<file path="config.mk">
export PLATFORM = sky130hd
export DESIGN_NAME = sts_setup_top
export DESIGN_NICKNAME = d
export VERILOG_FILES = /design/src/common/sts_pkg.sv /design/src/rtl/sts_setup_top.sv
export SDC_FILE = /design/constraint.sdc
export NUM_CORES = 2
export LEC_CHECK = 0
export BUFFER_PORTS_ARGS = -buffer_cell sky130_fd_sc_hd__buf_2
export CAP_MARGIN = 20
export CORE_MARGIN = 2
export CORE_UTILIZATION = 55
export CTS_CLUSTER_DIAMETER = 30
export DETAILED_ROUTE_END_ITERATION = 10
export PLACE_DENSITY = 0.71
export SETUP_SLACK_MARGIN = 0.3
export SLEW_MARGIN = 0
export SYNTH_ARGS = -nofsm -noshare
export SYNTH_HDL_FRONTEND = slang
export SYNTH_SLANG_ARGS = --single-unit
</file>
<file path="constraint.sdc">
create_clock -name clk_sys_i -period 201.9 [get_ports clk_sys_i]
set_input_delay 40.38 -clock clk_sys_i [delete_from_list [all_inputs] [get_ports clk_sys_i]]
set_output_delay 40.38 -clock clk_sys_i [all_outputs]
set_load 0.02 [all_outputs]
</file>
<file path="src/common/sts_pkg.sv">
// shared constants for the speed trip set-up logic
package sts_pkg;

    // ********************************
    // clock and blink timing
    // ********************************
    localparam int unsigned CLK_KHZ = 20000;
    localparam int unsigned HALF_SEC_MS = 500;
    localparam int unsigned FLASH_MS = 40;
    localparam int unsigned ZERO_OFF_MS = 1000;
    localparam int unsigned DIGIT_GAP_MS = 2000;
    localparam int unsigned END_GAP_MS = 4000;
    localparam int unsigned RAPID_MS = 100;

    // ********************************
    // set-up sections on the three select switches
    // ********************************
    localparam logic [2:0] SEC_FREQ = 3'h2;
    localparam logic [2:0] SEC_RESP = 3'h3;
    localparam logic [2:0] SEC_OFFS = 3'h4;
    localparam logic [2:0] SEC_HYST = 3'h5;

    // ********************************
    // value limits, frequencies in millihertz
    // ********************************
    localparam logic [3:0] DIGIT_MAX = 4'h9;
    localparam logic [3:0] RESP_LONG_MIN = 4'h8;
    localparam logic [31:0] FREQ_MIN_MHZ = 32'h0000_0064;
    localparam logic [31:0] FREQ_MAX_MHZ = 32'h017d_7840;
    localparam logic [31:0] RESP_LONG_MAX_MHZ = 32'h003b_99d0;
    localparam logic [13:0] FRAC_DEN = 14'h2710;
    localparam logic [2:0] LAST_DIGIT = 3'h5;

    // ********************************
    // factory settings
    // ********************************
    localparam logic [23:0] DEF_DIGITS = 24'h100000;
    localparam logic [3:0] DEF_RESP = 4'h0;
    localparam logic [3:0] DEF_OFFS = 4'h0;
    localparam logic [3:0] DEF_HYST = 4'h1;

    // ********************************
    // apb register map
    // ********************************
    localparam logic [11:0] ADDR_CTRL = 12'h000;
    localparam logic [11:0] ADDR_STATUS = 12'h004;
    localparam logic [11:0] ADDR_TRIP = 12'h008;
    localparam logic [11:0] ADDR_RELEASE = 12'h00c;
    localparam logic [11:0] ADDR_DIGITS = 12'h010;
    localparam logic [11:0] ADDR_CODES = 12'h014;
    localparam int unsigned CTRL_UNDER_BIT = 0;

    typedef enum logic [2:0] {
        ST_RUN = 3'b001,
        ST_SHOW = 3'b010,
        ST_EDIT = 3'b100
    } sts_state_t;

    typedef enum logic [3:0] {
        BL_START = 4'b0001,
        BL_ON = 4'b0010,
        BL_OFF = 4'b0100,
        BL_GAP = 4'b1000
    } sts_blink_t;

endpackage

</file>
<file path="src/rtl/sts_setup_top.sv">
// set-up entry, blink display, trip/release computation and relay for the speed trip controller
`timescale 1ns/1ps

module sts_setup_top #(
    parameter int unsigned HALF_CYC = sts_pkg::HALF_SEC_MS * sts_pkg::CLK_KHZ,
    parameter int unsigned FLASH_CYC = sts_pkg::FLASH_MS * sts_pkg::CLK_KHZ,
    parameter int unsigned ZERO_OFF_CYC = sts_pkg::ZERO_OFF_MS * sts_pkg::CLK_KHZ,
    parameter int unsigned DIGIT_GAP_CYC = sts_pkg::DIGIT_GAP_MS * sts_pkg::CLK_KHZ,
    parameter int unsigned END_GAP_CYC = sts_pkg::END_GAP_MS * sts_pkg::CLK_KHZ,
    parameter int unsigned RAPID_CYC = sts_pkg::RAPID_MS * sts_pkg::CLK_KHZ
) (
    input wire logic clk_sys_i,
    input wire logic reset_i,
    input wire logic setup_selector_switch_i,
    input wire logic [2:0] section_sel_i,
    input wire logic [3:0] rotary_i,
    input wire logic button_i,
    input wire logic [31:0] meas_freq_i,
    input wire logic psel_i,
    input wire logic penable_i,
    input wire logic pwrite_i,
    input wire logic [11:0] paddr_i,
    input wire logic [31:0] pwdata_i,
    output logic [31:0] prdata_o,
    output logic pready_o,
    output logic pslverr_o,
    output logic green_led_o,
    output logic red_led_o,
    output logic relay_o,
    output logic [13:0] resp_ms_o
);

    // ********************************
    // parameter checks
    // ********************************
    if (HALF_CYC < 1 || FLASH_CYC < 1 || ZERO_OFF_CYC < 1 || DIGIT_GAP_CYC < 1 ||
        END_GAP_CYC < 1 || RAPID_CYC < 1) begin : g_bad_timing
        $error("sts_setup_top: every timing count must be at least one cycle");
    end

    // ********************************
    // helper functions
    // ********************************
    function automatic logic [3:0] digit_at(input logic [23:0] d, input logic [2:0] idx);
        digit_at = d[5'(20 - 4 * idx) +: 4];
    endfunction

    // digits to millihertz; resolutions above five can never reach 0.1 Hz
    function automatic logic [32:0] to_mhz(input logic [23:0] d);
        logic [31:0] mag;
        logic [32:0] res;
        mag = 32'(d[23:20]) * 32'd10000 + 32'(d[19:16]) * 32'd1000 +
              32'(d[15:12]) * 32'd100 + 32'(d[11:8]) * 32'd10 + 32'(d[7:4]);
        res = 33'h0;
        case (d[3:0])
            4'h0: res = {1'b1, 32'(mag * 32'd1000)};
            4'h1: res = {1'b1, 32'(mag * 32'd100)};
            4'h2: res = {1'b1, 32'(mag * 32'd10)};
            4'h3: res = {1'b1, mag};
            4'h4: res = {1'b1, 32'(mag / 32'd10)};
            4'h5: res = {1'b1, 32'(mag / 32'd100)};
            default: res = 33'h0;
        endcase
        to_mhz = res;
    endfunction

    function automatic logic digits_ok(input logic [23:0] d);
        logic ok;
        logic [32:0] f;
        ok = 1'b1;
        for (int i = 0; i < 6; i++) begin
            if (d[4 * i +: 4] > sts_pkg::DIGIT_MAX) begin
                ok = 1'b0;
            end
        end
        f = to_mhz(d);
        digits_ok = ok && f[32] && f[31:0] >= sts_pkg::FREQ_MIN_MHZ &&
                    f[31:0] <= sts_pkg::FREQ_MAX_MHZ;
    endfunction

    // fraction in units of 1/10000, shared by offset and hysteresis
    function automatic logic [13:0] frac_of(input logic [3:0] code);
        case (code)
            4'h1: frac_of = 14'h0019;
            4'h2: frac_of = 14'h0032;
            4'h3: frac_of = 14'h0064;
            4'h4: frac_of = 14'h00c8;
            4'h5: frac_of = 14'h01f4;
            4'h6: frac_of = 14'h03e8;
            4'h7: frac_of = 14'h07d0;
            4'h8: frac_of = 14'h09c4;
            4'h9: frac_of = 14'h0d05;
            default: frac_of = 14'h0000;
        endcase
    endfunction

    function automatic logic [31:0] part_of(input logic [31:0] f, input logic [3:0] code);
        logic [45:0] prod;
        prod = 46'(f) * 46'(frac_of(code));
        part_of = 32'(prod / 46'(sts_pkg::FRAC_DEN));
    endfunction

    function automatic logic [13:0] resp_ms(input logic [3:0] code);
        case (code)
            4'h1: resp_ms = 14'h000a;
            4'h2: resp_ms = 14'h0014;
            4'h3: resp_ms = 14'h0032;
            4'h4: resp_ms = 14'h0064;
            4'h5: resp_ms = 14'h00c8;
            4'h6: resp_ms = 14'h01f4;
            4'h7: resp_ms = 14'h03e8;
            4'h8: resp_ms = 14'h1388;
            4'h9: resp_ms = 14'h2710;
            default: resp_ms = 14'h0005;
        endcase
    endfunction

    // ********************************
    // switch and button synchronisers
    // ********************************
    logic [8:0] sync1_q;
    logic [8:0] sync2_q;
    logic setup_s;
    logic [2:0] sec_s;
    logic [3:0] rot_s;
    logic btn_s;
    logic btn_prev_q;
    logic [2:0] sec_prev_q;
    logic setup_prev_q;

    always_ff @(posedge clk_sys_i) begin
        if (reset_i) begin
            sync1_q <= 9'h000;
            sync2_q <= 9'h000;
        end else begin
            sync1_q <= {setup_selector_switch_i, section_sel_i, rotary_i, button_i};
            sync2_q <= sync1_q;
        end
    end

    assign setup_s = sync2_q[8];
    assign sec_s = sync2_q[7:5];
    assign rot_s = sync2_q[4:1];
    assign btn_s = sync2_q[0];

    always_ff @(posedge clk_sys_i) begin
        if (reset_i) begin
            btn_prev_q <= 1'b0;
            sec_prev_q <= 3'h0;
            setup_prev_q <= 1'b0;
        end else begin
            btn_prev_q <= btn_s;
            sec_prev_q <= sec_s;
            setup_prev_q <= setup_s;
        end
    end

    // ********************************
    // set-up state machine
    // ********************************
    sts_pkg::sts_state_t state_q;
    logic [2:0] entry_cnt_q;
    logic [23:0] edit_q;
    logic err_q;
    logic [23:0] digits_q;
    logic [3:0] resp_q;
    logic [3:0] offs_q;
    logic [3:0] hyst_q;
    logic [31:0] freq_mhz_w;
    logic press_w;
    logic sw_chg_w;
    logic sec_known_w;
    logic is_freq_w;
    logic [23:0] new_digits_w;
    logic final_w;
    logic entry_ok_w;
    logic commit_w;
    logic bad_w;

    assign freq_mhz_w = 32'(to_mhz(digits_q));
    assign press_w = btn_s & ~btn_prev_q;
    assign sw_chg_w = (sec_s != sec_prev_q) | (setup_s != setup_prev_q);
    assign sec_known_w = (sec_s == sts_pkg::SEC_FREQ) | (sec_s == sts_pkg::SEC_RESP) |
                         (sec_s == sts_pkg::SEC_OFFS) | (sec_s == sts_pkg::SEC_HYST);
    assign is_freq_w = (sec_s == sts_pkg::SEC_FREQ);
    assign new_digits_w = {edit_q[19:0], rot_s};
    assign final_w = ~is_freq_w | (entry_cnt_q == sts_pkg::LAST_DIGIT);
    assign entry_ok_w = is_freq_w ? digits_ok(new_digits_w) :
                        (rot_s <= sts_pkg::DIGIT_MAX) &&
                        !(sec_s == sts_pkg::SEC_RESP && rot_s >= sts_pkg::RESP_LONG_MIN &&
                          freq_mhz_w > sts_pkg::RESP_LONG_MAX_MHZ);
    assign commit_w = (state_q == sts_pkg::ST_EDIT) & press_w & ~sw_chg_w & final_w &
                      entry_ok_w;
    assign bad_w = (state_q == sts_pkg::ST_EDIT) & press_w & ~sw_chg_w & final_w & ~entry_ok_w;

    always_ff @(posedge clk_sys_i) begin
        if (reset_i) begin
            state_q <= sts_pkg::ST_RUN;
            entry_cnt_q <= 3'h0;
            edit_q <= 24'h000000;
            err_q <= 1'b0;
        end else begin
            case (state_q)
                sts_pkg::ST_RUN: begin
                    if (setup_s) begin
                        state_q <= sts_pkg::ST_SHOW;
                    end
                end
                sts_pkg::ST_SHOW: begin
                    if (!setup_s) begin
                        state_q <= sts_pkg::ST_RUN;
                    end else if (press_w && !sw_chg_w && sec_known_w) begin
                        state_q <= sts_pkg::ST_EDIT;
                        entry_cnt_q <= 3'h0;
                        err_q <= 1'b0;
                    end
                end
                sts_pkg::ST_EDIT: begin
                    if (sw_chg_w || !setup_s) begin
                        state_q <= setup_s ? sts_pkg::ST_SHOW : sts_pkg::ST_RUN;
                        err_q <= 1'b0;
                    end else if (commit_w) begin
                        state_q <= sts_pkg::ST_SHOW;
                        err_q <= 1'b0;
                    end else if (bad_w) begin
                        err_q <= 1'b1;
                        entry_cnt_q <= 3'h0;
                    end else if (press_w) begin
                        edit_q <= new_digits_w;
                        entry_cnt_q <= entry_cnt_q + 3'h1;
                    end
                end
                default: begin
                    state_q <= sts_pkg::ST_RUN;
                end
            endcase
        end
    end

    // committed settings only move on a successful final capture
    always_ff @(posedge clk_sys_i) begin
        if (reset_i) begin
            digits_q <= sts_pkg::DEF_DIGITS;
            resp_q <= sts_pkg::DEF_RESP;
            offs_q <= sts_pkg::DEF_OFFS;
            hyst_q <= sts_pkg::DEF_HYST;
        end else if (commit_w) begin
            case (sec_s)
                sts_pkg::SEC_FREQ: digits_q <= new_digits_w;
                sts_pkg::SEC_RESP: resp_q <= rot_s;
                sts_pkg::SEC_OFFS: offs_q <= rot_s;
                sts_pkg::SEC_HYST: hyst_q <= rot_s;
                default: digits_q <= digits_q;
            endcase
        end
    end

    // ********************************
    // digit blinker
    // ********************************
    sts_pkg::sts_blink_t phase_q;
    logic [31:0] timer_q;
    logic [2:0] idx_q;
    logic [3:0] pulses_q;
    logic zero_q;
    logic [3:0] cur_digit_w;
    logic last_w;
    logic restart_w;

    assign restart_w = (state_q != sts_pkg::ST_SHOW) | sw_chg_w;
    assign cur_digit_w = (sec_s == sts_pkg::SEC_FREQ) ? digit_at(digits_q, idx_q) :
                         (sec_s == sts_pkg::SEC_RESP) ? resp_q :
                         (sec_s == sts_pkg::SEC_OFFS) ? offs_q : hyst_q;
    assign last_w = !is_freq_w || idx_q == sts_pkg::LAST_DIGIT;

    always_ff @(posedge clk_sys_i) begin
        if (reset_i || restart_w) begin
            phase_q <= sts_pkg::BL_START;
            timer_q <= 32'h0;
            idx_q <= 3'h0;
            pulses_q <= 4'h0;
            zero_q <= 1'b0;
        end else if (phase_q != sts_pkg::BL_START && timer_q != 32'h0) begin
            timer_q <= timer_q - 32'h1;
        end else begin
            case (phase_q)
                sts_pkg::BL_START: begin
                    phase_q <= sts_pkg::BL_ON;
                    zero_q <= (cur_digit_w == 4'h0);
                    pulses_q <= (cur_digit_w == 4'h0) ? 4'h1 : cur_digit_w;
                    timer_q <= (cur_digit_w == 4'h0) ? 32'(FLASH_CYC - 1) : 32'(HALF_CYC - 1);
                end
                sts_pkg::BL_ON: begin
                    phase_q <= sts_pkg::BL_OFF;
                    timer_q <= zero_q ? 32'(ZERO_OFF_CYC - 1) : 32'(HALF_CYC - 1);
                end
                sts_pkg::BL_OFF: begin
                    pulses_q <= pulses_q - 4'h1;
                    if (pulses_q == 4'h1) begin
                        phase_q <= sts_pkg::BL_GAP;
                        timer_q <= (last_w && is_freq_w) ? 32'(END_GAP_CYC - 1) :
                                   32'(DIGIT_GAP_CYC - 1);
                    end else begin
                        phase_q <= sts_pkg::BL_ON;
                        timer_q <= 32'(HALF_CYC - 1);
                    end
                end
                sts_pkg::BL_GAP: begin
                    phase_q <= sts_pkg::BL_START;
                    idx_q <= last_w ? 3'h0 : idx_q + 3'h1;
                end
                default: begin
                    phase_q <= sts_pkg::BL_START;
                end
            endcase
        end
    end

    // rapid blink marks an open setting
    logic [31:0] rapid_cnt_q;
    logic rapid_q;

    always_ff @(posedge clk_sys_i) begin
        if (reset_i) begin
            rapid_cnt_q <= 32'h0;
            rapid_q <= 1'b0;
        end else if (rapid_cnt_q == 32'(RAPID_CYC - 1)) begin
            rapid_cnt_q <= 32'h0;
            rapid_q <= ~rapid_q;
        end else begin
            rapid_cnt_q <= rapid_cnt_q + 32'h1;
        end
    end

    // ********************************
    // trip and release points, relay
    // ********************************
    logic under_q;
    logic [31:0] trip_pt_q;
    logic [31:0] rel_pt_q;
    logic [31:0] offs_amt_w;
    logic [31:0] hyst_amt_w;
    logic [31:0] trip_w;

    assign offs_amt_w = part_of(freq_mhz_w, offs_q);
    assign hyst_amt_w = part_of(freq_mhz_w, hyst_q);
    assign trip_w = under_q ? freq_mhz_w - offs_amt_w : freq_mhz_w + offs_amt_w;

    always_ff @(posedge clk_sys_i) begin
        if (reset_i) begin
            trip_pt_q <= 32'h0;
            rel_pt_q <= 32'h0;
        end else begin
            trip_pt_q <= trip_w;
            // code 0 gives a zero amount, so both points coincide
            rel_pt_q <= under_q ? trip_w + hyst_amt_w : trip_w - hyst_amt_w;
        end
    end

    // relay held released during set-up so half-typed settings never act on it
    always_ff @(posedge clk_sys_i) begin
        if (reset_i || state_q != sts_pkg::ST_RUN) begin
            relay_o <= 1'b0;
        end else if (under_q) begin
            if (meas_freq_i < trip_pt_q) begin
                relay_o <= 1'b1;
            end else if (meas_freq_i > rel_pt_q) begin
                relay_o <= 1'b0;
            end
        end else begin
            if (meas_freq_i > trip_pt_q) begin
                relay_o <= 1'b1;
            end else if (meas_freq_i < rel_pt_q) begin
                relay_o <= 1'b0;
            end
        end
    end

    always_ff @(posedge clk_sys_i) begin
        if (reset_i) begin
            green_led_o <= 1'b0;
            red_led_o <= 1'b0;
            resp_ms_o <= 14'h0005;
        end else begin
            green_led_o <= (state_q == sts_pkg::ST_SHOW && phase_q == sts_pkg::BL_ON) ||
                           (state_q == sts_pkg::ST_EDIT && rapid_q);
            red_led_o <= (state_q == sts_pkg::ST_EDIT) && err_q && !rapid_q;
            resp_ms_o <= resp_ms(resp_q);
        end
    end

    // ********************************
    // apb slave, zero wait, read data latched in setup phase
    // ********************************
    logic setup_ph_w;

    assign setup_ph_w = psel_i & ~penable_i;
    assign pready_o = 1'b1;

    always_ff @(posedge clk_sys_i) begin
        if (reset_i) begin
            under_q <= 1'b0;
        end else if (psel_i && penable_i && pwrite_i && paddr_i == sts_pkg::ADDR_CTRL) begin
            under_q <= pwdata_i[sts_pkg::CTRL_UNDER_BIT];
        end
    end

    always_ff @(posedge clk_sys_i) begin
        if (reset_i) begin
            prdata_o <= 32'h0;
            pslverr_o <= 1'b0;
        end else if (setup_ph_w) begin
            pslverr_o <= 1'b0;
            prdata_o <= 32'h0;
            case (paddr_i)
                sts_pkg::ADDR_CTRL: prdata_o <= {31'h0, under_q};
                sts_pkg::ADDR_STATUS: prdata_o <= {27'h0, err_q, state_q, relay_o};
                sts_pkg::ADDR_TRIP: prdata_o <= trip_pt_q;
                sts_pkg::ADDR_RELEASE: prdata_o <= rel_pt_q;
                sts_pkg::ADDR_DIGITS: prdata_o <= {8'h0, digits_q};
                sts_pkg::ADDR_CODES: prdata_o <= {20'h0, hyst_q, offs_q, resp_q};
                default: pslverr_o <= 1'b1;
            endcase
        end
    end

endmodule // sts_setup_top

</file>
==> results.toml <==
[clocking]
root_buffer = "clkbuf_16"
h-tree-depth = 3
numCtsBuffers = 74
hold_buffers = 0
postCtsSetupBuffers = 0
clk_path_buf_depth = 3
cts.sink_count = 300
cts_tree = "done"
worst_skew_pair.late_latency_ps = 640
cts_resized = 0
clk_pin_slew_ps = 50

[logic_synthesis]
synthSimpleGateAreaFrac_pct = 23.26
synthArstFlopShare_pct = 0
yosysTopAreaCellShare_pct = 15.34
synth_area_sq_um = 103700
synth_compound_area_share_pct = 23.04
yosysSeqAreaShare_pct = 5.789
syn-instance-count = 13415
synthTopCellsByArea = "fa_1, ha_1, xnor2_1, dfxtp_1, inv_1"
post-synth-top-area-cell = "fa_1"
post_synth.cell_area_avg_sq_um = 7.733
yosys-mux-area-fraction_pct = 2.879
synth_fa_ha_area_share_pct = 27.91
synth-edff-count = 0
ys_ff_latch = 300
yosysWarnings = 0
yosys.cell_types.count = 212
synth_xor_area_share_pct = 9.919
ys.flop_type = "dfxtp_1"
synth_top_family_by_area = "adder cells"

[route]
wl_per_cell_um = 19.64
avgViaCountPerCell = 6.252
drc_errors = 0
dr_total_vias = 99015
firstDrtPassIters = 7
drtIter0Drc = 7857
postRouteWirelength_um = 311100
antenna_left = 0

[global_route]
grt_pass1_vias = 97425
grt_max_degree = 72
grt_first_pass_wirelength_um = 505400
grtUsageTotal_pct = 31.48
grt_antenna_before_repair = 9
grt_overflow = 0

[finish]
final_layout_size_suffix_gt1_share_pct = 8.458
area_growth_pct = 5.297
finalNetCount = 15180
fin_util_pct = 58.23
fin_cells = 15838
fillerInstances = 17031

[setup_path]
cpPeakStageDelay_ps = 930
critPathMaxFanout = 25
path_common_cell = "a21oi_1"
critPathLaunchType = "flop"
path_class = "flop to flop"
worstPathRequired_ps = 202350
crit_arrival_ps = 112180
end_kind = "flop"
cp_top_family = "compound AO/OA/AOI/OAI gates"
worst-path-buf-inv = 23
slowest_stage = "or4_1"

[placed_design]
numPortBuffers = 107
place_inst = 15693
gp_congestion = 0.9671
dp_hpwl_um = 248900

[pwr]
switching_power_mw = 0.3465
seqPwrFrac_pct = 9.1
p_int_mw = 0.3177
leakage_nw = 48.66
power.density_nw_per_um2 = 6.081
combinationalPowerShare_pct = 72.3
vdd_ir_drop_max_mv = 0.02212
swShare_pct = 52.16
clkPwrFrac_pct = 18.6

[sta]
max_freq_mhz = 8.950
hold_violations = 0
worst_pin_slew_ps = 1089
final_max_slew_viol_count = 0
finalSetupTns_ps = 0
period_share_pct = 55.34
setup_viol = 0
rsz0062_at_grt = "false"
fin_skew_ps = 67.56
hold_slack_ps = 430.9
max_slew_margin_pct = 27.33
period_minus_slack_ps = 111730

[flow_run]
maxCapViolations = 0

[floorplan]
fp.dieArea_sq_um = 192100
rows = 159
ios = 141
core_area_sq_um = 187600
dieWidth_um = 438.3
start_util_pct = 55.30
die_h_um = 438.3

[min_path]
hold_path_class = "flop to flop"

[run_status]
status = "completed"
## layout by cell type (no fill, tap or decap), drive strengths merged, types with 153 or more instances in the layout
master and n:
nor3 330, nand3 279, nand2b 173, nor2 1098, o21bai 206, and2 528
ha 1013, o21a 157, fa 795, inv 1317, o21ai 617, a21oi 854
dfxtp 300, nand2 1183, nor2b 153, xnor2 817, a21o 170, buf 270
xor2 309, mux2i 196
## sequential cells by signal, indices dropped and copies added (netlist names), 12 cells and up, named ones only
signal and cells:
rapid_cnt_q 32, edit_q 20, timer_q 32, rel_pt_q 32, trip_pt_q 32, digits_q 24
prdata_o 32, resp_ms_o 12
## power groups by stage
stage               registers, mW  logic, mW  clock network (mW)
floorplan                  0.0612      0.379                   0
global placement           0.0614      0.459                   0
detailed placement         0.0614      0.468                   0
CTS                        0.0604      0.471               0.125
global route               0.0603      0.525               0.128
finish                     0.0604      0.480               0.123
## path summary, 6_finish.rpt
kind | start | to | slack [ps] | cells past startpoint
setup / recovery | digits_q[18] | rel_pt_q[30] | 90170 | 393
hold / removal | sync1_q[0] | sync2_q[0] | 430 | 1
setup reg to reg | digits_q[18] | rel_pt_q[30] | 90170 | 393
hold reg to reg | sync1_q[0] | sync2_q[0] | 430 | 1
## cells by family after synthesis
| kind of cell | count (synthesis) |
|---|---|
| buffers and inverters | 1801 |
| muxes | 274 |
| adders and majority gates | 1844 |
| xor gates and xnor gates | 1129 |
| AOI/OAI and AO/OA | 3378 |
| DFF | 300 |
| other | 2 |
| and+or+nand+nor | 4687 |
## worst reg2reg max path, delay by kind of cell, from the launching register on
| kind | cells | cell delay [ps] |
|---|---|---|
| buffers and inverters | 23 | 3730 |
| AND/OR/NAND/NOR | 114 | 31120 |
| flip-flops | 1 | 600 |
| AO/OA/AOI/OAI | 184 | 50830 |
| XOR/XNOR | 23 | 7840 |
| adder cells (fa/ha/maj) | 33 | 12540 |
| multiplexers | 16 | 4930 |
## through the flow
stage | area (sq um) | setup WS (ps) | power [mW]
finish | 109200 | 90170 | 0.6643
global route | 109200 | 81840 | 0.7130
CTS | 109000 | 91700 | 0.6563
detailed placement | 106400 | 92030 | 0.5290
global placement | 106300 | 94000 | 0.5205
floorplan | 103800 | 110360 | 0.4405
## final cells by class
type                            instances  area (sq um)  area share, %
Clock buffer                           83          1946          1.781
Sequential cell                       300          6008          5.500
Tap cell                             2495          3122          2.858
Timing Repair Buffer                  271          1962          1.796
Inverter                             1319          4981          4.560
Clock inverter                         48         680.7         0.6231
Multi-Input combinational cell      11316         90520          82.87
Antenna cell                            6         15.01        0.01374
## cell usage after synthesis, drive strengths merged, types with 93 or more instances
master	number
a211oi	132
a21o	170
a21oi	854
a31oi	136
and2	528
and3	127
buf	122
clkbuf	358
dfxtp	300
fa	795
ha	1013
inv	1314
mux2i	196
nand2	1183
nand2b	173
nand3	279
nand4	134
nor2	1098
nor2b	153
nor3	330
nor4	124
o211ai	106
o21a	157
o21ai	617
o21bai	206
o31ai	93
or2	117
or3	131
xnor2	817
xor2	309
## layer usage
layer	wire length (um)	global-route usage [%]	share of wire [%]
met1	131800	40.47	42
met2	144800	52.93	47
met3	18290	3.008	5.9
met4	16130	15.14	5.2
met5	12	0	0.0039
Note: power is estimated with default switching activity, not from simulation.
